`src/bpc_pkg.sv`:
```
// Shared constants and types of the pack protector control and status block
// Notes on behaviour
// - Gain code 00/01/10/11 selects x10/x25/x80/x160
// - Charge gate low when its bit set
// - Discharge gate low when its bit set
// - Gate outputs frozen during protection, except that another mode's entry forces its FET off
// - Balance outputs follow their control bits
// - Read command returns the status byte
// - Status bit 0: untuned OR over-current
// - Regulator flag high until regulator tuned
// - Status bit 1: over-discharge mode active
// - Charge-enable on: bit 2 low-cell OR over-charge
// - Charge-enable off: bit 2 over-charge only
// - Status bits 3 to 7 read zero
// - Voltage checks periodic, over-current check continuous
// - Entry switches FET off, release restores it
// - Monitor mode makes voltage checks continuous
// - Thresholds come from configuration storage selections
// - Control register zero at reset and wake
// - Gain 9:8, charge 10, discharge 11, balance 15:12
// - Voltage checks on 2 ms per 125 ms
package bpc_pkg;

  // ********************************************************************
  // Timing
  // ********************************************************************
  localparam int unsigned CLK_KHZ = 100_000;
  localparam int unsigned SAMPLE_PERIOD_MS = 125;
  localparam int unsigned SAMPLE_WINDOW_MS = 2;
  localparam int unsigned SAMPLE_PERIOD_CYC = SAMPLE_PERIOD_MS * CLK_KHZ;
  localparam int unsigned SAMPLE_WINDOW_CYC = SAMPLE_WINDOW_MS * CLK_KHZ;
  localparam int SMP_W = 24;

  // ********************************************************************
  // Commands, reset values, pin indices
  // ********************************************************************
  localparam logic [7:0] CMD_WRITE_CTL = 8'h02;
  localparam logic [7:0] CMD_READ_STATUS = 8'h05;
  localparam logic [15:0] CTL_RESET = 16'h0000;
  localparam logic GATE_OFF = 1'h1; // High gate keeps the P-channel FET off
  localparam logic CS_IDLE = 1'h1;
  localparam logic [4:0] STATUS_UNUSED = 5'h00;
  localparam int PIN_OV_TRIP = 0;
  localparam int PIN_OV_REL = 1;
  localparam int PIN_UV_TRIP = 2;
  localparam int PIN_UV_REL = 3;
  localparam int PIN_OC_TRIP = 4;
  localparam int PIN_OC_REL = 5;
  localparam int PIN_REG_TUNED = 6;
  localparam int PIN_LOW_CELL = 7;
  localparam int PIN_MONITOR = 8;
  localparam int PIN_WAKE = 9;
  localparam int PIN_COUNT = 10;

  // ********************************************************************
  // Types
  // ********************************************************************
  typedef enum logic [1:0] {
    GAIN_X10 = 2'h0,
    GAIN_X25 = 2'h1,
    GAIN_X80 = 2'h2,
    GAIN_X160 = 2'h3
  } bpc_gain_t;

  typedef enum logic [2:0] {
    FR_CMD = 3'h0,
    FR_WR_HI = 3'h1,
    FR_WR_LO = 3'h3,
    FR_SKIP = 3'h7,
    FR_READ = 3'h2
  } bpc_frame_t;

  typedef struct packed {
    logic balance_ctl_4;
    logic balance_ctl_3;
    logic balance_ctl_2;
    logic balance_ctl_1;
    logic discharge_fet_ctl;
    logic charge_fet_ctl;
    logic sense_gain_hi;
    logic sense_gain_lo;
    logic sleep_request;
    logic [6:0] unused;
  } bpc_ctl_t;

  typedef struct packed {
    logic [4:0] unused;
    logic ov_low;
    logic uv;
    logic reg_oc;
  } bpc_status_t;

  typedef struct packed {
    logic [1:0] ov_sel;
    logic [1:0] uv_sel;
    logic [1:0] oc_sel;
  } bpc_thresh_t;

  typedef struct packed {
    logic s1;
    logic s2;
    logic s3;
    logic val;
  } bpc_sync_t;

  typedef struct packed {
    logic active;
    logic valid;
    logic [7:0] data;
  } bpc_spi_rx_t;

  // Three-stage synchroniser step; a change counts once stages two and three agree
  function automatic bpc_sync_t bpc_sync_step(input bpc_sync_t q, input logic pin);
    bpc_sync_t r;
    r.s1 = pin;
    r.s2 = q.s1;
    r.s3 = q.s2;
    r.val = (q.s2 == q.s3) ? q.s3 : q.val;
    return r;
  endfunction : bpc_sync_step

endpackage : bpc_pkg

```
`src/bpc_top.sv`:
```
// Control register, status byte and protection sequencing of the pack protector
`timescale 1ns/1ns
`default_nettype none
module bpc_top #(
  parameter int unsigned PERIOD_CYC = bpc_pkg::SAMPLE_PERIOD_CYC,
  parameter int unsigned WINDOW_CYC = bpc_pkg::SAMPLE_WINDOW_CYC
) (
  input wire logic sys_clk,
  input wire logic arst_n,
  input wire logic spi_sck,
  input wire logic spi_cs_n,
  input wire logic spi_mosi,
  output logic spi_miso,
  output logic spi_miso_oe,
  input wire logic ov_trip,
  input wire logic ov_release,
  input wire logic uv_trip,
  input wire logic uv_release,
  input wire logic oc_trip,
  input wire logic oc_release,
  input wire logic regulator_tuned,
  input wire logic low_cell,
  input wire logic monitor_mode,
  input wire logic wake_pin,
  input wire logic charge_inhibit_disable,
  input wire bpc_pkg::bpc_thresh_t cfg_thresh,
  output logic charge_gate_out,
  output logic discharge_gate_out,
  output logic balance_out_1,
  output logic balance_out_2,
  output logic balance_out_3,
  output logic balance_out_4,
  output var bpc_pkg::bpc_gain_t sense_gain,
  output var bpc_pkg::bpc_thresh_t thresh_sel,
  output logic check_enable,
  output logic sleep_active
);

  // ********************************************************************
  // State and helper signals
  // ********************************************************************
  localparam int SW = bpc_pkg::SMP_W;
  localparam logic [SW-1:0] PERIOD_LAST = SW'(PERIOD_CYC - 1);
  localparam logic [SW-1:0] WINDOW_END = SW'(WINDOW_CYC);

  typedef struct packed {
    bpc_pkg::bpc_sync_t [bpc_pkg::PIN_COUNT-1:0] sy;
    bpc_pkg::bpc_ctl_t ctl;
    logic [7:0] wr_hi;
    bpc_pkg::bpc_frame_t frame;
    logic miso_oe;
    logic overcharge_active_flag;
    logic overdischarge_active_flag;
    logic overcurrent_active_flag;
    logic sleep;
    logic [SW-1:0] smp_cnt;
    logic check_en;
    logic charge_gate;
    logic discharge_gate;
    logic [3:0] balance;
    bpc_pkg::bpc_gain_t gain;
    bpc_pkg::bpc_thresh_t thresh;
  } bpc_state_t;

  bpc_state_t s;
  bpc_state_t next_s;
  logic [bpc_pkg::PIN_COUNT-1:0] pin_raw;
  logic [bpc_pkg::PIN_COUNT-1:0] pin;
  logic [2:0] prot_vec;
  logic prot_any;
  logic enter_ov;
  logic exit_ov;
  logic enter_uv;
  logic exit_uv;
  logic enter_oc;
  logic exit_oc;
  logic wr_commit;
  logic wake;
  logic regulator_untuned_flag;
  logic low_cell_charge_flag;
  bpc_pkg::bpc_status_t status_live;
  bpc_pkg::bpc_spi_rx_t rx;

  // ********************************************************************
  // Serial port
  // ********************************************************************
  // Byte-level slave; the status byte is offered on every byte boundary
  bpc_spi_slave u_spi (
    .sys_clk(sys_clk),
    .arst_n(arst_n),
    .spi_sck(spi_sck),
    .spi_cs_n(spi_cs_n),
    .spi_mosi(spi_mosi),
    .tx_byte(status_live),
    .spi_miso(spi_miso),
    .rx(rx)
  );

  // ********************************************************************
  // Analog flag inputs and status byte
  // ********************************************************************
  // Raw comparator and wake levels, gathered by index
  assign pin_raw[bpc_pkg::PIN_OV_TRIP] = ov_trip;
  assign pin_raw[bpc_pkg::PIN_OV_REL] = ov_release;
  assign pin_raw[bpc_pkg::PIN_UV_TRIP] = uv_trip;
  assign pin_raw[bpc_pkg::PIN_UV_REL] = uv_release;
  assign pin_raw[bpc_pkg::PIN_OC_TRIP] = oc_trip;
  assign pin_raw[bpc_pkg::PIN_OC_REL] = oc_release;
  assign pin_raw[bpc_pkg::PIN_REG_TUNED] = regulator_tuned;
  assign pin_raw[bpc_pkg::PIN_LOW_CELL] = low_cell;
  assign pin_raw[bpc_pkg::PIN_MONITOR] = monitor_mode;
  assign pin_raw[bpc_pkg::PIN_WAKE] = wake_pin;

  // Filtered values of the synchronised pins
  always_comb begin
    for (int i = 0; i < bpc_pkg::PIN_COUNT; i++) begin
      pin[i] = s.sy[i].val;
    end
  end

  // Internal flags feeding the status byte
  assign regulator_untuned_flag = !pin[bpc_pkg::PIN_REG_TUNED];
  assign low_cell_charge_flag = pin[bpc_pkg::PIN_LOW_CELL];

  // Live status, never latched or cleared by a read
  assign status_live.unused = bpc_pkg::STATUS_UNUSED;
  assign status_live.reg_oc = regulator_untuned_flag | s.overcurrent_active_flag;
  assign status_live.uv = s.overdischarge_active_flag;
  // Low-cell term only counts while charge enable is on
  assign status_live.ov_low = s.overcharge_active_flag
      | (!charge_inhibit_disable & low_cell_charge_flag);

  // ********************************************************************
  // Protection events
  // ********************************************************************
  // Voltage checks gated by the sample window, current check always live
  assign prot_vec = {s.overcharge_active_flag, s.overdischarge_active_flag,
      s.overcurrent_active_flag};
  assign prot_any = |prot_vec;
  assign enter_ov = !s.overcharge_active_flag & s.check_en & pin[bpc_pkg::PIN_OV_TRIP];
  assign exit_ov = s.overcharge_active_flag & s.check_en & pin[bpc_pkg::PIN_OV_REL];
  assign enter_uv = !s.overdischarge_active_flag & s.check_en & pin[bpc_pkg::PIN_UV_TRIP];
  assign exit_uv = s.overdischarge_active_flag & s.check_en & pin[bpc_pkg::PIN_UV_REL];
  assign enter_oc = !s.overcurrent_active_flag & pin[bpc_pkg::PIN_OC_TRIP];
  assign exit_oc = s.overcurrent_active_flag & pin[bpc_pkg::PIN_OC_REL];

  // Command decode helpers
  assign wr_commit = rx.valid && (s.frame == bpc_pkg::FR_WR_LO);
  assign wake = s.sleep && pin[bpc_pkg::PIN_WAKE];

  // ********************************************************************
  // Next-state logic
  // ********************************************************************
  always_comb begin
    next_s = s;
    for (int i = 0; i < bpc_pkg::PIN_COUNT; i++) begin
      next_s.sy[i] = bpc_pkg::bpc_sync_step(s.sy[i], pin_raw[i]);
    end

    // Frame decoder: command byte, then data bytes
    if (!rx.active) begin
      next_s.frame = bpc_pkg::FR_CMD;
      next_s.miso_oe = 1'h0;
    end else if (rx.valid) begin
      unique case (s.frame)
        bpc_pkg::FR_CMD: begin
          if (rx.data == bpc_pkg::CMD_WRITE_CTL) begin
            next_s.frame = bpc_pkg::FR_WR_HI;
          end else if (rx.data == bpc_pkg::CMD_READ_STATUS) begin
            next_s.frame = bpc_pkg::FR_READ;
            next_s.miso_oe = 1'h1;
          end else begin
            next_s.frame = bpc_pkg::FR_SKIP;
          end
        end
        bpc_pkg::FR_WR_HI: begin
          next_s.wr_hi = rx.data;
          next_s.frame = bpc_pkg::FR_WR_LO;
        end
        bpc_pkg::FR_WR_LO: begin
          // Upper byte holds gain, FET and balance fields
          next_s.ctl = bpc_pkg::bpc_ctl_t'({s.wr_hi, rx.data[7], 7'h00});
          next_s.frame = bpc_pkg::FR_SKIP;
        end
        bpc_pkg::FR_READ: begin
          next_s.miso_oe = 1'h0;
          next_s.frame = bpc_pkg::FR_SKIP;
        end
        bpc_pkg::FR_SKIP: begin
          next_s.frame = bpc_pkg::FR_SKIP;
        end
        default: begin
          next_s.frame = bpc_pkg::FR_SKIP;
        end
      endcase
    end

    // Sample rate timer and voltage check enable
    next_s.smp_cnt = (s.smp_cnt == PERIOD_LAST) ? '0 : s.smp_cnt + SW'(1);
    next_s.check_en = (s.smp_cnt < WINDOW_END) | pin[bpc_pkg::PIN_MONITOR];

    // Protection mode flags
    if (enter_ov) begin
      next_s.overcharge_active_flag = 1'h1;
    end else if (exit_ov) begin
      next_s.overcharge_active_flag = 1'h0;
    end
    if (enter_uv) begin
      next_s.overdischarge_active_flag = 1'h1;
    end else if (exit_uv) begin
      next_s.overdischarge_active_flag = 1'h0;
    end
    if (enter_oc) begin
      next_s.overcurrent_active_flag = 1'h1;
    end else if (exit_oc) begin
      next_s.overcurrent_active_flag = 1'h0;
    end

    // FET gates follow control only outside protection
    if (!prot_any && !enter_ov && !enter_uv && !enter_oc) begin
      next_s.charge_gate = !s.ctl.charge_fet_ctl;
      next_s.discharge_gate = !s.ctl.discharge_fet_ctl;
    end
    // Entry forces the affected FET off
    if (enter_ov) begin
      next_s.charge_gate = bpc_pkg::GATE_OFF;
    end
    if (enter_uv || enter_oc) begin
      next_s.discharge_gate = bpc_pkg::GATE_OFF;
    end

    // Balance, gain and threshold selections
    next_s.balance = {s.ctl.balance_ctl_4, s.ctl.balance_ctl_3,
        s.ctl.balance_ctl_2, s.ctl.balance_ctl_1};
    next_s.gain = bpc_pkg::bpc_gain_t'({s.ctl.sense_gain_hi, s.ctl.sense_gain_lo});
    next_s.thresh = cfg_thresh;

    // Sleep entry by request or over-discharge; wake clears control
    if ((wr_commit && rx.data[7]) || enter_uv) begin
      next_s.sleep = 1'h1;
    end
    if (wake) begin
      next_s.sleep = 1'h0;
      next_s.ctl = bpc_pkg::CTL_RESET;
    end
  end

  // State register with constant reset values
  always_ff @(posedge sys_clk or negedge arst_n) begin
    if (!arst_n) begin
      s <= '0;
      s.ctl <= bpc_pkg::CTL_RESET;
      s.frame <= bpc_pkg::FR_CMD;
      s.gain <= bpc_pkg::GAIN_X10;
      s.charge_gate <= bpc_pkg::GATE_OFF;
      s.discharge_gate <= bpc_pkg::GATE_OFF;
    end else begin
      s <= next_s;
    end
  end

  // Outputs straight from state
  assign spi_miso_oe = s.miso_oe;
  assign charge_gate_out = s.charge_gate;
  assign discharge_gate_out = s.discharge_gate;
  assign balance_out_1 = s.balance[0];
  assign balance_out_2 = s.balance[1];
  assign balance_out_3 = s.balance[2];
  assign balance_out_4 = s.balance[3];
  assign sense_gain = s.gain;
  assign thresh_sel = s.thresh;
  assign check_enable = s.check_en;
  assign sleep_active = s.sleep;
endmodule : bpc_top
`default_nettype wire

```
`src/bpc_spi_slave.sv`:
```
// Serial peripheral port slave, mode 0, sampled by the system clock
`timescale 1ns/1ns
`default_nettype none
module bpc_spi_slave (
  input wire logic sys_clk,
  input wire logic arst_n,
  input wire logic spi_sck,
  input wire logic spi_cs_n,
  input wire logic spi_mosi,
  input wire logic [7:0] tx_byte,
  output logic spi_miso,
  output var bpc_pkg::bpc_spi_rx_t rx
);

  typedef struct packed {
    bpc_pkg::bpc_sync_t sck;
    bpc_pkg::bpc_sync_t cs_n;
    bpc_pkg::bpc_sync_t mosi;
    logic sck_prev;
    logic [2:0] bit_cnt;
    logic [7:0] rx_sh;
    logic [7:0] tx_sh;
    logic hold;
    bpc_pkg::bpc_spi_rx_t rx;
  } bpc_spis_t;

  bpc_spis_t s;
  bpc_spis_t next_s;

  // Edge detection, shifting in on rising and out on falling clock edges
  always_comb begin
    next_s = s;
    next_s.sck = bpc_pkg::bpc_sync_step(s.sck, spi_sck);
    next_s.cs_n = bpc_pkg::bpc_sync_step(s.cs_n, spi_cs_n);
    next_s.mosi = bpc_pkg::bpc_sync_step(s.mosi, spi_mosi);
    next_s.sck_prev = s.sck.val;
    next_s.rx.valid = 1'h0;
    next_s.rx.active = !s.cs_n.val;
    if (s.cs_n.val) begin
      next_s.bit_cnt = 3'h0;
      next_s.hold = 1'h0;
      next_s.tx_sh = 8'h00;
    end else if (s.sck.val && !s.sck_prev) begin
      next_s.rx_sh = {s.rx_sh[6:0], s.mosi.val};
      next_s.bit_cnt = s.bit_cnt + 3'h1;
      if (s.bit_cnt == 3'h7) begin
        next_s.rx.valid = 1'h1;
        next_s.rx.data = {s.rx_sh[6:0], s.mosi.val};
        next_s.tx_sh = tx_byte; // Captured at the last sampling edge
        next_s.hold = 1'h1;
      end
    end else if (!s.sck.val && s.sck_prev) begin
      // The first falling edge after a load keeps bit 7 on the line
      if (s.hold) begin
        next_s.hold = 1'h0;
      end else begin
        next_s.tx_sh = {s.tx_sh[6:0], 1'h0};
      end
    end
  end

  // State register
  always_ff @(posedge sys_clk or negedge arst_n) begin
    if (!arst_n) begin
      s <= '0;
      s.cs_n <= {4{bpc_pkg::CS_IDLE}};
    end else begin
      s <= next_s;
    end
  end

  assign spi_miso = s.tx_sh[7];
  assign rx = s.rx;

endmodule : bpc_spi_slave
`default_nettype wire

```
`config.mk`:
```
export PLATFORM = sky130hd
export DESIGN_NAME = bpc_top
export DESIGN_NICKNAME = d
export VERILOG_FILES = /design/src/bpc_pkg.sv /design/src/bpc_top.sv /design/src/bpc_spi_slave.sv
export SDC_FILE = /design/constraint.sdc
export NUM_CORES = 1
export LEC_CHECK = 0
export ABC_AREA = 1
export ABC_CLOCK_PERIOD_IN_PS = 2500
export CORE_MARGIN = 2
export CORE_UTILIZATION = 40
export DETAILED_ROUTE_END_ITERATION = 8
export DONT_BUFFER_PORTS = 1
export PLACE_DENSITY = 0.57
export SKIP_LAST_GASP = 1
export SLEW_MARGIN = 20
export SYNTH_ARGS = -nofsm -noshare
export SYNTH_HDL_FRONTEND = slang
export SYNTH_SLANG_ARGS = --single-unit
```
`constraint.sdc`:
```
create_clock -name sys_clk -period 2.5 [get_ports sys_clk]
set_clock_uncertainty 0.1 [all_clocks]
set_input_delay 0.125 -clock sys_clk [delete_from_list [all_inputs] [get_ports sys_clk]]
set_output_delay 0.125 -clock sys_clk [all_outputs]
set_load 0.01 [all_outputs]
```
* Word level (Yosys, flattened, before mapping)
Cells that the tools add are included.
** Cells by class
- Add/sub/neg operators :: 2
- Magnitude comparators :: 1
- Eq/ne operators :: 26
- Multiplexer cells :: 34
- Bitwise logic cells :: 15
- Reductions and logical operators :: 44
** Operators with widths (count)
- $mux 9 :: 7
- $mux 24 :: 2
- $mux 16 :: 2
- $mux 28 :: 1
- $add 24x1->24 const B :: 1
- $eq 24x24->1 const B :: 1
- $lt 24x18->1 const B :: 1
- $reduce_bool 2->1 :: 10
- $mux 8 :: 2
- $logic_not 1->1 :: 14
- $eq 1x1->1 :: 13
- $mux 1 :: 12
- $reduce_and 3->1 :: 4
- $and 1x1->1 :: 11
- $mux 11 :: 1
- $mux 3 :: 3
- $ne 3x3->1 const B :: 3
- $eq 8x2->1 const B :: 1
- $eq 8x3->1 const B :: 1
- $logic_and 1x1->1 :: 8
- $eq 3x2->1 const B :: 2
- $ne 3x2->1 const B :: 2
- $pmux 3 s2 :: 1
- $mux 4 :: 1
- 14 further kinds :: 18
** Storage, ports and cells
- Register bits after elaboration :: 146
- Bits of input ports :: 22
- Output and inout bits :: 18
- Word-level logic and storage cells :: 206

* Longest topological paths before layout
Gate-level depths: netlist of run 1.
- Depth after elaboration :: 9
- Depth in mapped cells :: 9
- Gate-level depth less buffers :: 9

* By module
Synthesis of run 1 repeated with hierarchy kept, for this count alone.
** Unflattened totals
- Cell total of the unflattened synthesis :: 621
- Area total of the unflattened synthesis :: 6102.1 µm²
** By module, submodules not included
- bpc_top :: times used 1, cells each 450, area an instance 4290.4 µm², sequential area each 2580.0 µm²
- bpc_spi_slave :: times used 1, cells each 171, area an instance 1811.7 µm², sequential area each 1056.0 µm²

* Worst setup path before layout of run 1
OpenSTA, ideal clock, no wires.
- Kind :: reg2reg
- From :: register u_spi.s[27] (netlist name)
- To :: register u_spi.s[17] (netlist name)
- Library setup time :: 0.126 ns
- Arrival :: 1.296 ns
- Required time :: 2.274 ns
- Slack :: 0.978 ns
- Stages on the path, launching flop included :: 6
- Buffers on the path :: 1
- Period minus slack after synthesis :: 1.522 ns
- Cells stage by stage :: dfrtp_1 > ha_1 > ha_1 > o221ai_2 > buf_6 > o21ai_0
** Between the ends
- Word-level cells in the longest chain between the ends :: 3
** RTL lines
- start: declaration :: RTL line bpc_spi_slave.sv:27 : bpc_spis_t s;
- start signal: assignment :: RTL line bpc_spi_slave.sv:68 : s <= next_s;
- $eq 3x3->1 :: RTL line bpc_spi_slave.sv:46 : if (s.bit_cnt == 3'h7) begin
- $ne 3x2->1 (no source line)
- $reduce_and 3->1 (no source line)
No other way between the ends.
A chain may end at the register's enable or synchronous reset.

* Worst setup path in the final report of run 1
- From :: register u_spi.s[27] (netlist name)
- To :: register u_spi.s (netlist bit u_spi.spi_miso)
Same word-level chain as after synthesis.

==> results of run 1 <==
-- cells by family (layout without fill, tap and decap cells) --
kind of cell    after synthesis  after routing  synth area share (%)
flops                       145            145                  62.9
simple gates                272            272                  20.5
buf+inv                      86            125                  6.43
fa+ha+maj                    17             17                  3.12
xor+xnor                      8              8                  1.21
compound gates               62             62                  5.78
-- what timing repair did --
action / 4_1_cts / 5_1_grt
endpoints found under the hold margin: 165 / 145
buffers inserted: 0 / 0
resized for setup: 0 / 0
-- worst max path at each step --
stage / start / endpoint / cells past startpoint / slack, ns
5_1_grt: u_spi.s[30]$_DFF_PN0_ / u_spi.spi_miso$_DFFE_PN0P_ / 6 / 0.46
4_1_cts: u_spi.s[27]$_DFFE_PN0P_ / u_spi.spi_miso$_DFFE_PN0P_ / 4 / 0.71
2_1_floorplan: u_spi.s[27]$_DFFE_PN0P_ / u_spi.s[17]$_DFFE_PN0P_ / 5 / 0.98
3_3_place_gp: u_spi.s[30]$_DFF_PN0_ / u_spi.s[12]$_DFFE_PN0P_ / 7 / 0.77
3_5_place_dp: u_spi.s[27]$_DFFE_PN0P_ / u_spi.s[17]$_DFFE_PN0P_ / 4 / 0.70
6_report: u_spi.s[27]$_DFFE_PN0P_ / u_spi.spi_miso$_DFFE_PN0P_ / 4 / 0.72
-- cell type report --
class                   instances  area (sq um)  share of cell area (%)
clock buffers                  18           439                    6.54
clock inverters                14           166                    2.48
inverters                      72           270                    4.02
multi-input cells             359          1770                    26.4
flip-flops and latches        145          3640                    54.1
well taps                     180           225                    3.35
repair buffers                 21           208                    3.09
-- metal layers --
metal / part of all wire [%] / global-route usage, % / routed length (microns) / vias to the layer above
met5: 0 / 0 / 0 / -
met2: 46 / 22.6 / 4760 / 55
li1: - / - / - / 1912
met3: 3.1 / 4.40 / 325 / 18
met4: 1.9 / 6.39 / 201 / 0
met1: 49 / 19.8 / 5030 / 1804
-- where the power goes --
group,total (mW),switching (mW),internal (mW)
sequential,2.62,0.102,2.52
combinational,0.277,0.167,0.110
clock,2.59,1.06,1.53
-- registers in the layout, indices dropped and copies added (netlist names), 2 cells and up --
signal and count:
u_spi.rx 10, s 47, u_spi.s 24, u_spi.next_s 7, thresh_sel 6, sense_gain 2
prot_vec 3, next_s 26, pin 9
-- cell usage after synthesis, types with 2 or more instances --
| cell | n | area [sq um] |
|---|---|---|
| inv_2 | 3 | 11.3 |
| nand2_2 | 7 | 43.8 |
| o21ai_0 | 34 | 170 |
| dfrtp_1 | 139 | 3480 |
| xor2_1 | 7 | 61.3 |
| ha_1 | 4 | 50.1 |
| a22o_1 | 2 | 17.5 |
| nand3_2 | 2 | 20.0 |
| nor2_2 | 9 | 56.3 |
| nand2_1 | 140 | 526 |
| buf_2 | 3 | 15.0 |
| nand4_1 | 8 | 50.1 |
| nor2_1 | 68 | 255 |
| buf_6 | 2 | 22.5 |
| nor3_1 | 5 | 25.0 |
| nand3_1 | 27 | 135 |
| buf_4 | 8 | 60.1 |
| a21oi_1 | 12 | 60.1 |
| maj3_1 | 13 | 130 |
| inv_1 | 69 | 259 |
| nor2_4 | 2 | 22.5 |
| o21ai_1 | 10 | 50.1 |
| dfstp_2 | 6 | 158 |
==> results_tabular.tex, run 1 <==
\begin{tabular}{lr}
\hline
Metric & Value \\
\hline
\multicolumn{2}{l}{\textbf{Critical path}} \\
\quad Reg2reg end & u\_spi.spi\_miso\$\_DFFE\_PN0P\_ \\
\quad R2R depth & 4 \\
\quad Path type of the worst setup path & flop to flop \\
\quad Cell Chain, Critical Path & ha\_1 -> ha\_1 -> o221ai\_2 -> o21ai\_0 \\
\quad Worst path required time & 2.67 ns \\
\quad Setup slack of the most critical reg-to-reg path & 0.72 ns \\
\quad CP top delay family & compound AO/OA/AOI/OAI gates \\
\quad Most frequent cell on the critical path & ha\_1 \\
\quad WP data arrival & between 1.5 and 2 ns \\
\quad Critical R2R Launch & u\_spi.s[27]\$\_DFFE\_PN0P\_ \\
\quad Crit path largest cell delay & 0.54 ns \\
\quad Startpoint class of the critical path & flop \\
\quad Maximum fanout encountered on the critical timing path & 16 \\
\quad CP max stage cell & o221ai\_2 \\
\quad Critical Path Sink Type & flop \\
\quad CP bufs+invs & 0 \\
\multicolumn{2}{l}{\textbf{Floorplan}} \\
\quad Overall die area & 15400 sq um \\
\quad Site row count & 43 \\
\quad Top-level I/O count & 40 \\
\quad Initial cell density of the core & between 40\% and 50\% \\
\quad Chip Height & 124 microns \\
\quad Total core area & 14000 sq um \\
\quad Die width & 124 microns \\
\multicolumn{2}{l}{\textbf{CTS}} \\
\quad Number of clock buffers inserted by TritonCTS & 17 \\
\quad Cell at the root of the clock tree & clkbuf\_16 \\
\quad TritonCTS clock tree & yes \\
\quad Clock Path Buffers & 2 \\
\quad H-tree depth & 4 \\
\quad Clock latency on the worst-skew pair & 0.42 ns \\
\quad CTS Hold Bufs & 20 \\
\quad Number of clock sinks & 145 \\
\quad Reg clk slew, reported paths & around 0.060 ns \\
\multicolumn{2}{l}{\textbf{Synthesis}} \\
\quad Count of yosys warnings during synthesis & 0 \\
\quad Cell count after synthesis & 590 \\
\quad FFs w/ async S/R, synth & between 90\% and 100\% \\
\quad Area of the mapped netlist & 5780 sq um \\
\quad Number of synthesized flops with an enable pin & 0 \\
\quad Sequential-to-total area share from yosys stat & 62.9\% \\
\quad Nets in the synthesized netlist & approximately 620 \\
\quad Unique masters post-synth & 33 \\
\quad Synthesized flop and latch total & between 100 and 150 \\
\quad Most used DFF post-synth & dfrtp\_1 \\
\quad Synthesized area per cell & 9.79 sq um \\
\multicolumn{2}{l}{\textbf{Placed design}} \\
\quad Pre-CTS worst setup slack & 0.697 ns \\
\quad Final weighted congestion in routability-driven placement & 0.878 \\
\quad Count of buffers from port buffering & 0 \\
\quad Post-DP HPWL & 6880 microns \\
\quad Cell area after placement & 5910 sq um \\
\quad Placed cells & 757 \\
\multicolumn{2}{l}{\textbf{Timing}} \\
\quad Worst-margin pin slew & 0.641 ns \\
\quad Post-route clock period utilization & 71.4\% \\
\quad Worst-case setup margin in the final layout & 0.715 ns \\
\quad Minimum period implied by the final worst setup slack & 1.78 ns \\
\quad WHS & -0.703 ns \\
\quad Number of failing setup endpoints in the final timing report & 0 \\
\quad Post-route setup TNS & 0 ns \\
\quad Worst max-slew margin expressed relative to the limit & 57.3\% \\
\quad Setup repair after global routing missed its margin & no \\
\quad Slew Viols, Final & 0 \\
\quad Max Clock Freq & 560 MHz \\
\quad Final hold violation count & 145 \\
\multicolumn{2}{l}{\textbf{Pwr}} \\
\quad P\_leak & around 3.1 nW \\
\quad Worst vdd ir & around 0.00047 V \\
\quad P per Cell Area & between 800 and 900 nW/um\^{}2 \\
\quad Tot Pwr & 5.49 mW \\
\multicolumn{2}{l}{\textbf{Final layout}} \\
\quad Post-Layout Inst Area & between 6000 and 7000 sq um \\
\quad Fill cell total of the finished layout & 1313 \\
\quad Most common library cell in the layout ignoring fill and taps & nand2\_1 \\
\quad Nets@finish & 642 \\
\quad Most used cells in the layout excluding fill and tap cells & nand2\_1 (140), dfrtp\_1 (139), inv\_1 (69) \\
\quad Diode count & 0 \\
\quad Synth-to-layout area growth & 16.2\% \\
\quad Layout cells sized above 1 & 10.3\% \\
\quad Final non-filler cell total & 809 \\
\quad Fin util & 48.0\% \\
\multicolumn{2}{l}{\textbf{Hold path}} \\
\quad Hold Path Class & input pin to async pin \\
\multicolumn{2}{l}{\textbf{Drt}} \\
\quad Residual DRC & 0 \\
\quad First DRT Iteration DRCs & $\sim$230 \\
\quad Routed WL & 10300 microns \\
\quad Number of nets still failing antenna checks after routing & 0 \\
\quad Number of vias per cell & 4.68 \\
\quad First-pass iteration count of the detailed router & 4 \\
\quad Avg WL per Cell & 12.8 microns \\
\quad DR vias & around 3800 \\
\multicolumn{2}{l}{\textbf{Run status}} \\
\quad Failing checks & hold timing \\
\quad Status & finished, violations left \\
\multicolumn{2}{l}{\textbf{Global route}} \\
\quad Vias in the first global route & $\sim$3700 \\
\quad Largest net degree at the start of global routing & 146 \\
\quad Wire length of the first global-routing pass & 17400 microns \\
\quad Overall Global Routing Usage & 14.9\% \\
\quad Total overflow reported by the global router & 0 \\
\quad Number of antenna violations at the first check in global routing & 0 \\
\multicolumn{2}{l}{\textbf{Run}} \\
\quad Max\_cap viols & 0 \\
\hline
\end{tabular}
Note: power is estimated with default switching activity, not from simulation.
==> run 2: changes to the inputs <==
--- a/config.mk
+++ b/config.mk
@@ -5,13 +5,13 @@
 export SDC_FILE = /design/constraint.sdc
 export NUM_CORES = 1
 export LEC_CHECK = 0
-export ABC_AREA = 1
-export ABC_CLOCK_PERIOD_IN_PS = 2500
+export ABC_AREA = 0
+export ABC_CLOCK_PERIOD_IN_PS = 1630
 export CORE_MARGIN = 2
 export CORE_UTILIZATION = 40
 export DETAILED_ROUTE_END_ITERATION = 8
 export DONT_BUFFER_PORTS = 1
-export PLACE_DENSITY = 0.57
+export PLACE_DENSITY = 0.59
 export SKIP_LAST_GASP = 1
 export SLEW_MARGIN = 20
 export SYNTH_ARGS = -nofsm -noshare
==> constraint.sdc (replaced) <==
create_clock -name sys_clk -period 1.63 [get_ports sys_clk]
set_clock_uncertainty 0.1 [all_clocks]
set_input_delay 0.0815 -clock sys_clk [delete_from_list [all_inputs] [get_ports sys_clk]]
set_output_delay 0.0815 -clock sys_clk [all_outputs]
set_load 0.01 [all_outputs]
==> run 2 against run 1 <==
Net effect:
- the flow finishes with violations (hold timing, setup timing)
- highest routed layer unchanged
- clock power increased by 48%
- die area decreased by 5.4%
- largest cell class unchanged
- sequential share of layout area decreased by 3.6 points
==> results_tabular.tex, run 2 <==
\begin{tabular}{lr}
\hline
Metric & Value \\
\hline
\multicolumn{2}{l}{\textbf{CTS}} \\
\quad Number of clock sinks & 145 (unchanged) \\
\quad Number of clock buffers inserted by TritonCTS & 17 (unchanged) \\
\quad CTS Hold Bufs & 19 (-5.0\%) \\
\quad H-tree depth & 4 (unchanged) \\
\quad Clock Path Buffers & 2 (unchanged) \\
\quad TritonCTS clock tree & yes \\
\quad Clock latency on the worst-skew pair & 0.42 ns (about the same) \\
\quad Cell at the root of the clock tree & clkbuf\_16 \\
\quad Reg clk slew, reported paths & 0.06 ns (about the same) \\
\multicolumn{2}{l}{\textbf{Pwr}} \\
\quad P per Cell Area & 1150 nW/um\^{}2 (+41\%) \\
\quad P\_leak & 3.23 nW (+3.0\%) \\
\quad Worst vdd ir & 0.000849 V (+80\%) \\
\multicolumn{2}{l}{\textbf{Synthesis}} \\
\quad Synthesized flop and latch total & 145 (unchanged) \\
\quad Sequential-to-total area share from yosys stat & 66.6\% (+3.7 points) \\
\quad Unique masters post-synth & 47 (+42\%) \\
\quad FFs w/ async S/R, synth & 100\% (unchanged) \\
\quad Leading post-synthesis cells by cell area & dfrtp\_1 (64\%), mux2\_2 (5.6\%), mux2i\_1 (2.9\%), dfstp\_2 (2.9\%), maj3\_1 (2.4\%) \\
\quad Top cell types by occurrence after synthesis & dfrtp\_1 (139), nand2\_1 (29), nor2\_1 (29), mux2\_2 (27), a21oi\_1 (20) \\
\quad Area leader, netlist & dfrtp\_1 \\
\quad Cell count after synthesis & 418 (-29\%) \\
\quad Area of the mapped netlist & 5460 sq um (-5.6\%) \\
\quad Most used DFF post-synth & dfrtp\_1 \\
\quad Most frequently used cell type in the post-synthesis netlist & dfrtp\_1 \\
\quad Nets in the synthesized netlist & 444 (-28\%) \\
\quad Count of yosys warnings during synthesis & 0 (unchanged) \\
\quad Synthesized area per cell & 13.1 sq um (+33\%) \\
\quad Area share of the largest cell type after synthesis & 63.7\% (+3.5 points) \\
\quad Number of synthesized flops with an enable pin & 0 (unchanged) \\
\multicolumn{2}{l}{\textbf{Critical path}} \\
\quad WP data arrival & 2.00 ns (+0.04 ns) \\
\quad Worst path required time & 1.82 ns (-0.85 ns) \\
\quad Critical Path Sink Type & flop \\
\quad Setup slack of the most critical reg-to-reg path & -0.18 ns (-0.90 ns) \\
\quad Capturing element of the worst setup path & s[36]\$\_DFF\_PN0\_ \\
\quad R2R depth & 8 (+4) \\
\quad Worst setup path startpoint & s[15]\$\_DFF\_PN0\_ \\
\quad Critical R2R Launch & s[15]\$\_DFF\_PN0\_ \\
\quad Path type of the worst setup path & flop to flop \\
\quad Reg2reg end & s[36]\$\_DFF\_PN0\_ \\
\quad Maximum fanout encountered on the critical timing path & 7 (-9) \\
\quad Startpoint class of the critical path & flop \\
\multicolumn{2}{l}{\textbf{Placed design}} \\
\quad Cell area after placement & 6080 sq um (+2.9\%) \\
\quad Final weighted congestion in routability-driven placement & 0.811 (-7.6\%) \\
\quad Count of buffers from port buffering & 0 (unchanged) \\
\quad Post-DP HPWL & 6410 microns (-6.9\%) \\
\quad Placed cells & 629 (-17\%) \\
\quad Pre-CTS worst setup slack & -0.211 ns (-0.908 ns) \\
\multicolumn{2}{l}{\textbf{Global route}} \\
\quad Total overflow reported by the global router & 0 (unchanged) \\
\quad Wire length of the first global-routing pass & 17200 microns (-1.1\%) \\
\quad Largest net degree at the start of global routing & 146 (unchanged) \\
\quad Vias in the first global route & 3598 (-2.1\%) \\
\quad Overall Global Routing Usage & 15.3\% (+0.40 points) \\
\quad Number of antenna violations at the first check in global routing & 0 (unchanged) \\
\multicolumn{2}{l}{\textbf{Hold path}} \\
\quad Hold Path Class & input pin to async pin \\
\multicolumn{2}{l}{\textbf{Timing}} \\
\quad Post-route clock period utilization & 111\% (+40 points) \\
\quad Worst-case setup margin in the final layout & -0.183 ns (-0.898 ns) \\
\quad WHS & -0.744 ns (-0.0405 ns) \\
\quad Number of failing setup endpoints in the final timing report & 27 (+27) \\
\quad Final hold violation count & 145 (unchanged) \\
\quad Setup repair after global routing missed its margin & yes \\
\quad Slew Viols, Final & 0 (unchanged) \\
\quad Max Clock Freq & 552 MHz (-1.6\%) \\
\quad Worst max-slew margin expressed relative to the limit & 71.3\% (+14 points) \\
\quad Minimum period implied by the final worst setup slack & 1.81 ns (+0.0282 ns) \\
\quad Worst-margin pin slew & 0.427 ns (-0.214 ns) \\
\quad Post-route setup TNS & -2.75 ns (-2.75 ns) \\
\multicolumn{2}{l}{\textbf{Final layout}} \\
\quad Diode count & 0 (unchanged) \\
\quad Register cell area after layout & 3640 sq um (+0.21\%) \\
\quad Number of flip-flops in the largest register & 47 (unchanged) \\
\quad Most used cells in the layout excluding fill and tap cells & dfrtp\_1 (133), buf\_4 (67), nand2\_1 (24), nor2\_1 (24), mux2\_2 (24) \\
\quad Nets@finish & 538 (-16\%) \\
\quad Combined area of the multi-input logic cells & 1910 sq um (+7.6\%) \\
\quad Synth-to-layout area growth & 32.1\% \\
\quad Final non-filler cell total & 701 (-13\%) \\
\quad Register with the most flip-flops & s \\
\quad Most common library cell in the layout ignoring fill and taps & dfrtp\_1 \\
\quad Post-Layout Inst Area & 7210 sq um (+7.4\%) \\
\quad Fill cell total of the finished layout & 1097 (-16\%) \\
\quad Layout cells sized above 1 & 37.1\% (+27 points) \\
\multicolumn{2}{l}{\textbf{Floorplan}} \\
\quad Die width & 121 microns (-2.7\%) \\
\quad Overall die area & 14600 sq um (-5.4\%) \\
\quad Top-level I/O count & 40 (unchanged) \\
\quad Initial cell density of the core & 41.0\% (-0.27 points) \\
\quad Total core area & 13300 sq um (-5.0\%) \\
\quad Site row count & 42 (-2.3\%) \\
\quad Chip Height & 121 microns (-2.7\%) \\
\multicolumn{2}{l}{\textbf{Run}} \\
\quad Max\_cap viols & 0 (unchanged) \\
\multicolumn{2}{l}{\textbf{Run status}} \\
\quad Failing checks & hold timing, setup timing \\
\quad Status & finished, violations left \\
\multicolumn{2}{l}{\textbf{Drt}} \\
\quad First-pass iteration count of the detailed router & 4 (unchanged) \\
\quad Residual DRC & 0 (unchanged) \\
\quad Number of vias per cell & 4.96 (+5.9\%) \\
\quad First DRT Iteration DRCs & 162 (-29\%) \\
\quad DR vias & 3478 (-8.2\%) \\
\quad Avg WL per Cell & 14.9 microns (+17\%) \\
\quad Number of nets still failing antenna checks after routing & 0 (unchanged) \\
\quad Routed WL & 10400 microns (+1.2\%) \\
\hline
\end{tabular}
run 2: how the worst min path moves through the flow:
stage,start,to,slack [ns],cells past startpoint
6_report,arst_n,thresh_sel[2]$_DFF_PN0_,-0.74,0
2_1_floorplan,arst_n,balance_out_1$_DFF_PN0_,-0.31,0
4_1_cts,arst_n,thresh_sel[2]$_DFF_PN0_,-0.77,0
5_1_grt,arst_n,thresh_sel[2]$_DFF_PN0_,-0.77,0
3_5_place_dp,arst_n,thresh_sel[2]$_DFF_PN0_,-0.31,0
3_3_place_gp,arst_n,thresh_sel[2]$_DFF_PN0_,-0.31,0
run 2: metrics by stage:
step | utilization (%) | total power, mW
after CTS | 53.1 | 8.42
after global placement | 45.7 | 4.47
final | 54.2 | 8.30
after floorplan | - | 4.35
after global routing | 54.2 | 8.66
after detailed placement | 45.7 | 4.49
run 2: power by group:
group	total [mW]	switching, mW	internal, mW
Combinational	0.464	0.189	0.274
Clock	3.83	1.66	2.18
Sequential	4.00	0.158	3.84
run 2: cell families after synthesis:
logic type	after synthesis	synth area share [%]
flip-flops	145	66.6
AND/OR/NAND/NOR	120	11.4
AO/OA/AOI/OAI	45	4.98
multiplexers	43	8.51
buffers and inverters	34	2.98
adder cells (fa/ha/maj)	17	3.30
XOR/XNOR	14	2.25
run 2: final cells by class:
cell class,instances,share of cell area (%)
clock buffer,17,5.90
clock inverter,15,2.29
inverter,15,0.781
multi-input combinational,240,26.4
sequential,145,50.5
tap,176,3.05
timing repair buffer,93,11.0
run 2: repair_timing:
action | CTS | global route
gates resized for setup | 20 | 32
cloned | 2 | 0
setup buffers | 11 | 8
setup endpoints to repair | 33 | 45
endpoints found under the hold margin | 164 | 145
pin swaps | 13 | 8
run 2: layer usage:
metal	vias up	global-route usage [%]	wire, microns
li1	1647	-	-
met1	1754	19.7	4680
met2	67	24.0	5230
met3	10	5.19	389
met4	0	5.74	145
met5	-	0	0
run 2: critical path, cell delays in order (launching register included):
cell       delay (ns)
dfrtp_1          0.41
ha_2             0.23
and4_4           0.26
buf_6            0.11
nand2_4          0.06
nor4_4           0.18
buf_4            0.17
clkbuf_16        0.15
a21oi_2          0.03
==> run 3: changes to the inputs <==
--- a/config.mk
+++ b/config.mk
@@ -6,7 +6,7 @@
 export NUM_CORES = 1
 export LEC_CHECK = 0
 export ABC_AREA = 0
-export ABC_CLOCK_PERIOD_IN_PS = 1630
+export ABC_CLOCK_PERIOD_IN_PS = 1500
 export CORE_MARGIN = 2
 export CORE_UTILIZATION = 40
 export DETAILED_ROUTE_END_ITERATION = 8
==> constraint.sdc (replaced) <==
create_clock -name sys_clk -period 1.5 [get_ports sys_clk]
set_clock_uncertainty 0.1 [all_clocks]
set_input_delay 0.15 -clock sys_clk [delete_from_list [all_inputs] [get_ports sys_clk]]
set_output_delay 0.15 -clock sys_clk [all_outputs]
set_load 0.01 [all_outputs]
==> run 3 against run 2 <==
Net effect:
- the run still ends with hold timing, setup timing left
- combinational power grew 33%
- design area grew 4.1%
- maximum frequency grew 2.2%
- first-iteration DRC count shrank 3.7%
- via count grew 1.2%
- clock power grew 21%
- sequential cell count is the same
- routed wire length grew 4.1%
==> results_tabular.tex, run 3 (synthesis results as in run 2) <==
\begin{tabular}{lr}
\hline
Metric & Value \\
\hline
\multicolumn{2}{l}{\textbf{Placed design}} \\
\quad Count of buffers from port buffering & 0 (unchanged) \\
\quad Final weighted congestion in routability-driven placement & 0.773 (-4.7\%) \\
\quad Cell area after placement & 6190 sq um (+1.9\%) \\
\quad Post-DP HPWL & 6630 microns (+3.4\%) \\
\multicolumn{2}{l}{\textbf{Critical path}} \\
\quad Startpoint class of the critical path & flop \\
\quad Worst path required time & 1.69 ns (-0.13 ns) \\
\quad WP data arrival & 1.97 ns (-0.03 ns) \\
\quad Path type of the worst setup path & flop to flop \\
\quad CP max stage cell & dfrtp\_2 \\
\quad Maximum fanout encountered on the critical timing path & 7 (unchanged) \\
\quad CP top delay family & simple AND/OR/NAND/NOR gates \\
\quad CP bufs+invs & 3 (unchanged) \\
\quad Crit path largest cell delay & 0.44 ns (+0.03 ns) \\
\quad Critical Path Sink Type & flop \\
\quad Cell Chain, Critical Path & buf\_6 -> nor4b\_4 -> nand4\_1 -> nor4\_4 -> buf\_4 -> clkbuf\_16 -> a21oi\_1 \\
\multicolumn{2}{l}{\textbf{Drt}} \\
\quad Routed WL & 10900 microns (+4.1\%) \\
\quad DR vias & 3521 (+1.2\%) \\
\quad Number of nets still failing antenna checks after routing & 0 (unchanged) \\
\quad First DRT Iteration DRCs & 156 (-3.7\%) \\
\quad Number of vias per cell & 4.92 (-0.88\%) \\
\quad Avg WL per Cell & 15.2 microns (+1.9\%) \\
\quad First-pass iteration count of the detailed router & 5 (+1) \\
\quad Residual DRC & 0 (unchanged) \\
\multicolumn{2}{l}{\textbf{Timing}} \\
\quad Slew Viols, Final & 0 (unchanged) \\
\quad WHS & -0.673 ns (+0.0703 ns) \\
\quad Minimum period implied by the final worst setup slack & 1.77 ns (-0.0398 ns) \\
\quad Worst-margin pin slew & 0.384 ns (-0.0430 ns) \\
\quad Worst-case setup margin in the final layout & -0.273 ns (-0.0902 ns) \\
\quad Final hold violation count & 145 (unchanged) \\
\quad Max Clock Freq & 564 MHz (+2.2\%) \\
\quad Worst max-slew margin expressed relative to the limit & 74.2\% (+2.9 points) \\
\quad Post-route clock period utilization & 118\% (+7.0 points) \\
\quad Setup repair after global routing missed its margin & yes \\
\quad Number of failing setup endpoints in the final timing report & 38 (+41\%) \\
\multicolumn{2}{l}{\textbf{Final layout}} \\
\quad Layout cells sized above 1 & 37.4\% (+0.26 points) \\
\quad Register with the most flip-flops & s \\
\quad Diode count & 0 (unchanged) \\
\quad Nets@finish & 553 (+2.8\%) \\
\quad Most used cells in the layout excluding fill and tap cells & dfrtp\_1 (134), buf\_4 (71), nand2\_1 (26) \\
\quad Number of flip-flops in the largest register & 47 (unchanged) \\
\quad Most common library cell in the layout ignoring fill and taps & dfrtp\_1 \\
\quad Synth-to-layout area growth & 37.5\% \\
\quad Post-Layout Inst Area & 7500 sq um (+4.1\%) \\
\multicolumn{2}{l}{\textbf{Floorplan}} \\
\quad Total core area & 13300 sq um (unchanged) \\
\quad Overall die area & 14600 sq um (unchanged) \\
\quad Die width & 121 microns (unchanged) \\
\quad Site row count & 42 (unchanged) \\
\quad Initial cell density of the core & 41.0\% (unchanged) \\
\quad Top-level I/O count & 40 (unchanged) \\
\quad Chip Height & 121 microns (unchanged) \\
\multicolumn{2}{l}{\textbf{Hold path}} \\
\quad Hold Path Class & input pin to async pin \\
\multicolumn{2}{l}{\textbf{CTS}} \\
\quad CTS Hold Bufs & 19 (unchanged) \\
\quad Reg clk slew, reported paths & 0.06 ns (about the same) \\
\quad Clock Path Buffers & 2 (unchanged) \\
\quad Clock latency on the worst-skew pair & 0.42 ns (about the same) \\
\quad Number of clock buffers inserted by TritonCTS & 17 (unchanged) \\
\quad H-tree depth & 4 (unchanged) \\
\quad Number of clock sinks & 145 (unchanged) \\
\quad Cell at the root of the clock tree & clkbuf\_16 \\
\quad TritonCTS clock tree & yes \\
\multicolumn{2}{l}{\textbf{Pwr}} \\
\quad Worst vdd ir & 0.000945 V (+11\%) \\
\quad P\_leak & 3.38 nW (+4.6\%) \\
\quad P per Cell Area & 1280 nW/um\^{}2 (+11\%) \\
\quad Tot Pwr & 9.62 mW (+16\%) \\
\multicolumn{2}{l}{\textbf{Run status}} \\
\quad Status & finished, violations left \\
\quad Failing checks & hold timing, setup timing \\
\multicolumn{2}{l}{\textbf{Global route}} \\
\quad Total overflow reported by the global router & 0 (unchanged) \\
\quad Wire length of the first global-routing pass & 17900 microns (+4.1\%) \\
\quad Largest net degree at the start of global routing & 146 (unchanged) \\
\quad Overall Global Routing Usage & 15.9\% (+0.64 points) \\
\quad Vias in the first global route & 3707 (+3.0\%) \\
\quad Number of antenna violations at the first check in global routing & 0 (unchanged) \\
\multicolumn{2}{l}{\textbf{Run}} \\
\quad Max\_cap viols & 0 (unchanged) \\
\hline
\end{tabular}
==> run 3: changes by cell type in the layout (fill, tap and decap cells not counted), moves of 2 or more <==
cell,before,now
clkinv_4,1,3
nand2_1,24,26
buf_4,67,71
inv_8,3,0
clkbuf_8,0,2
inv_6,7,1
nand2_2,4,2
mux2_2,24,7
buf_6,5,14
bufinv_16,1,5
nor4_4,1,3
mux2_4,3,20
==> run 3: area by class of cell <==
cell class | count | area, sq um
clock inverter | 12 | 205
clock buffer | 20 | 457
timing repair buffer | 107 | 941
inverter | 15 | 56.3
fill | 1070 | 5790
tap | 176 | 220
multi-input combinational | 241 | 1980
sequential | 145 | 3640
==> run 3: what timing repair did <==
action / CTS / global route
resized for setup: 24 / 45
setup buffers: 12 / 10
gates cloned: 3 / 1
setup endpoints to repair: 46 / 63
hold endpoints to repair: 164 / 145
pin swaps: 9 / 9
==> run 3: worst reg2reg max path, delay by kind of cell, from the launching register on <==
| family | cells | cell delay (ns) |
|---|---|---|
| simple gates | 3 | 0.61 |
| buf+inv | 3 | 0.46 |
| flops | 1 | 0.44 |
| compound gates | 1 | 0.04 |
==> run 3: metal layers <==
metal  track usage (%)  wire (microns)  vias up
met5                 0               0        -
met4              5.23             127        0
met3              5.47             324       10
met2              26.6            5640       60
met1              19.4            4780     1777
li1                  -               -     1674
==> run 3: path summary, 6_finish.rpt <==
path | endpoint | start | cells past startpoint | slack (ns)
setup reg to reg | s[36]$_DFF_PN0_ | s[22]$_DFF_PN0_ | 7 | -0.27
hold / removal | u_spi.s[28]$_DFFE_PN0P_ | arst_n | 0 | -0.67
hold reg to reg | next_s[72]$_DFF_PN0_ | next_s[73]$_DFF_PN0_ | 0 | 0.24
setup / recovery | s[36]$_DFF_PN0_ | s[22]$_DFF_PN0_ | 7 | -0.27
max in group asynchronous | charge_gate_out$_DFFE_PN1P_ | arst_n | 0 | 1.74
min in group sys_clk | next_s[89]$_DFF_PN0_ | oc_trip | 1 | 0.18
==> run 3: through the flow <==
| stage | util (%) | setup TNS [ns] | std cells | hold slack, ns | worst slack [ns] |
|---|---|---|---|---|---|
| after floorplan | - | -3.21 | 418 | -0.246 | -0.280 |
| after global placement | 46.6 | -5.61 | 641 | -0.243 | -0.295 |
| after detailed placement | 46.6 | -6.71 | 641 | -0.243 | -0.360 |
| after CTS | 54.5 | -5.16 | 707 | -0.693 | -0.241 |
| after global routing | 56.4 | -8.54 | 716 | -0.702 | -0.352 |
| final | 56.4 | -5.48 | 716 | -0.673 | -0.273 |
==> run 3: where the power goes <==
| part | switching [mW] | leakage (nW) | internal [mW] |
|---|---|---|---|
| Clock | 1.59 | 0.317 | 3.05 |
| Sequential | 0.182 | 1.83 | 4.18 |
| Combinational | 0.238 | 1.23 | 0.381 |
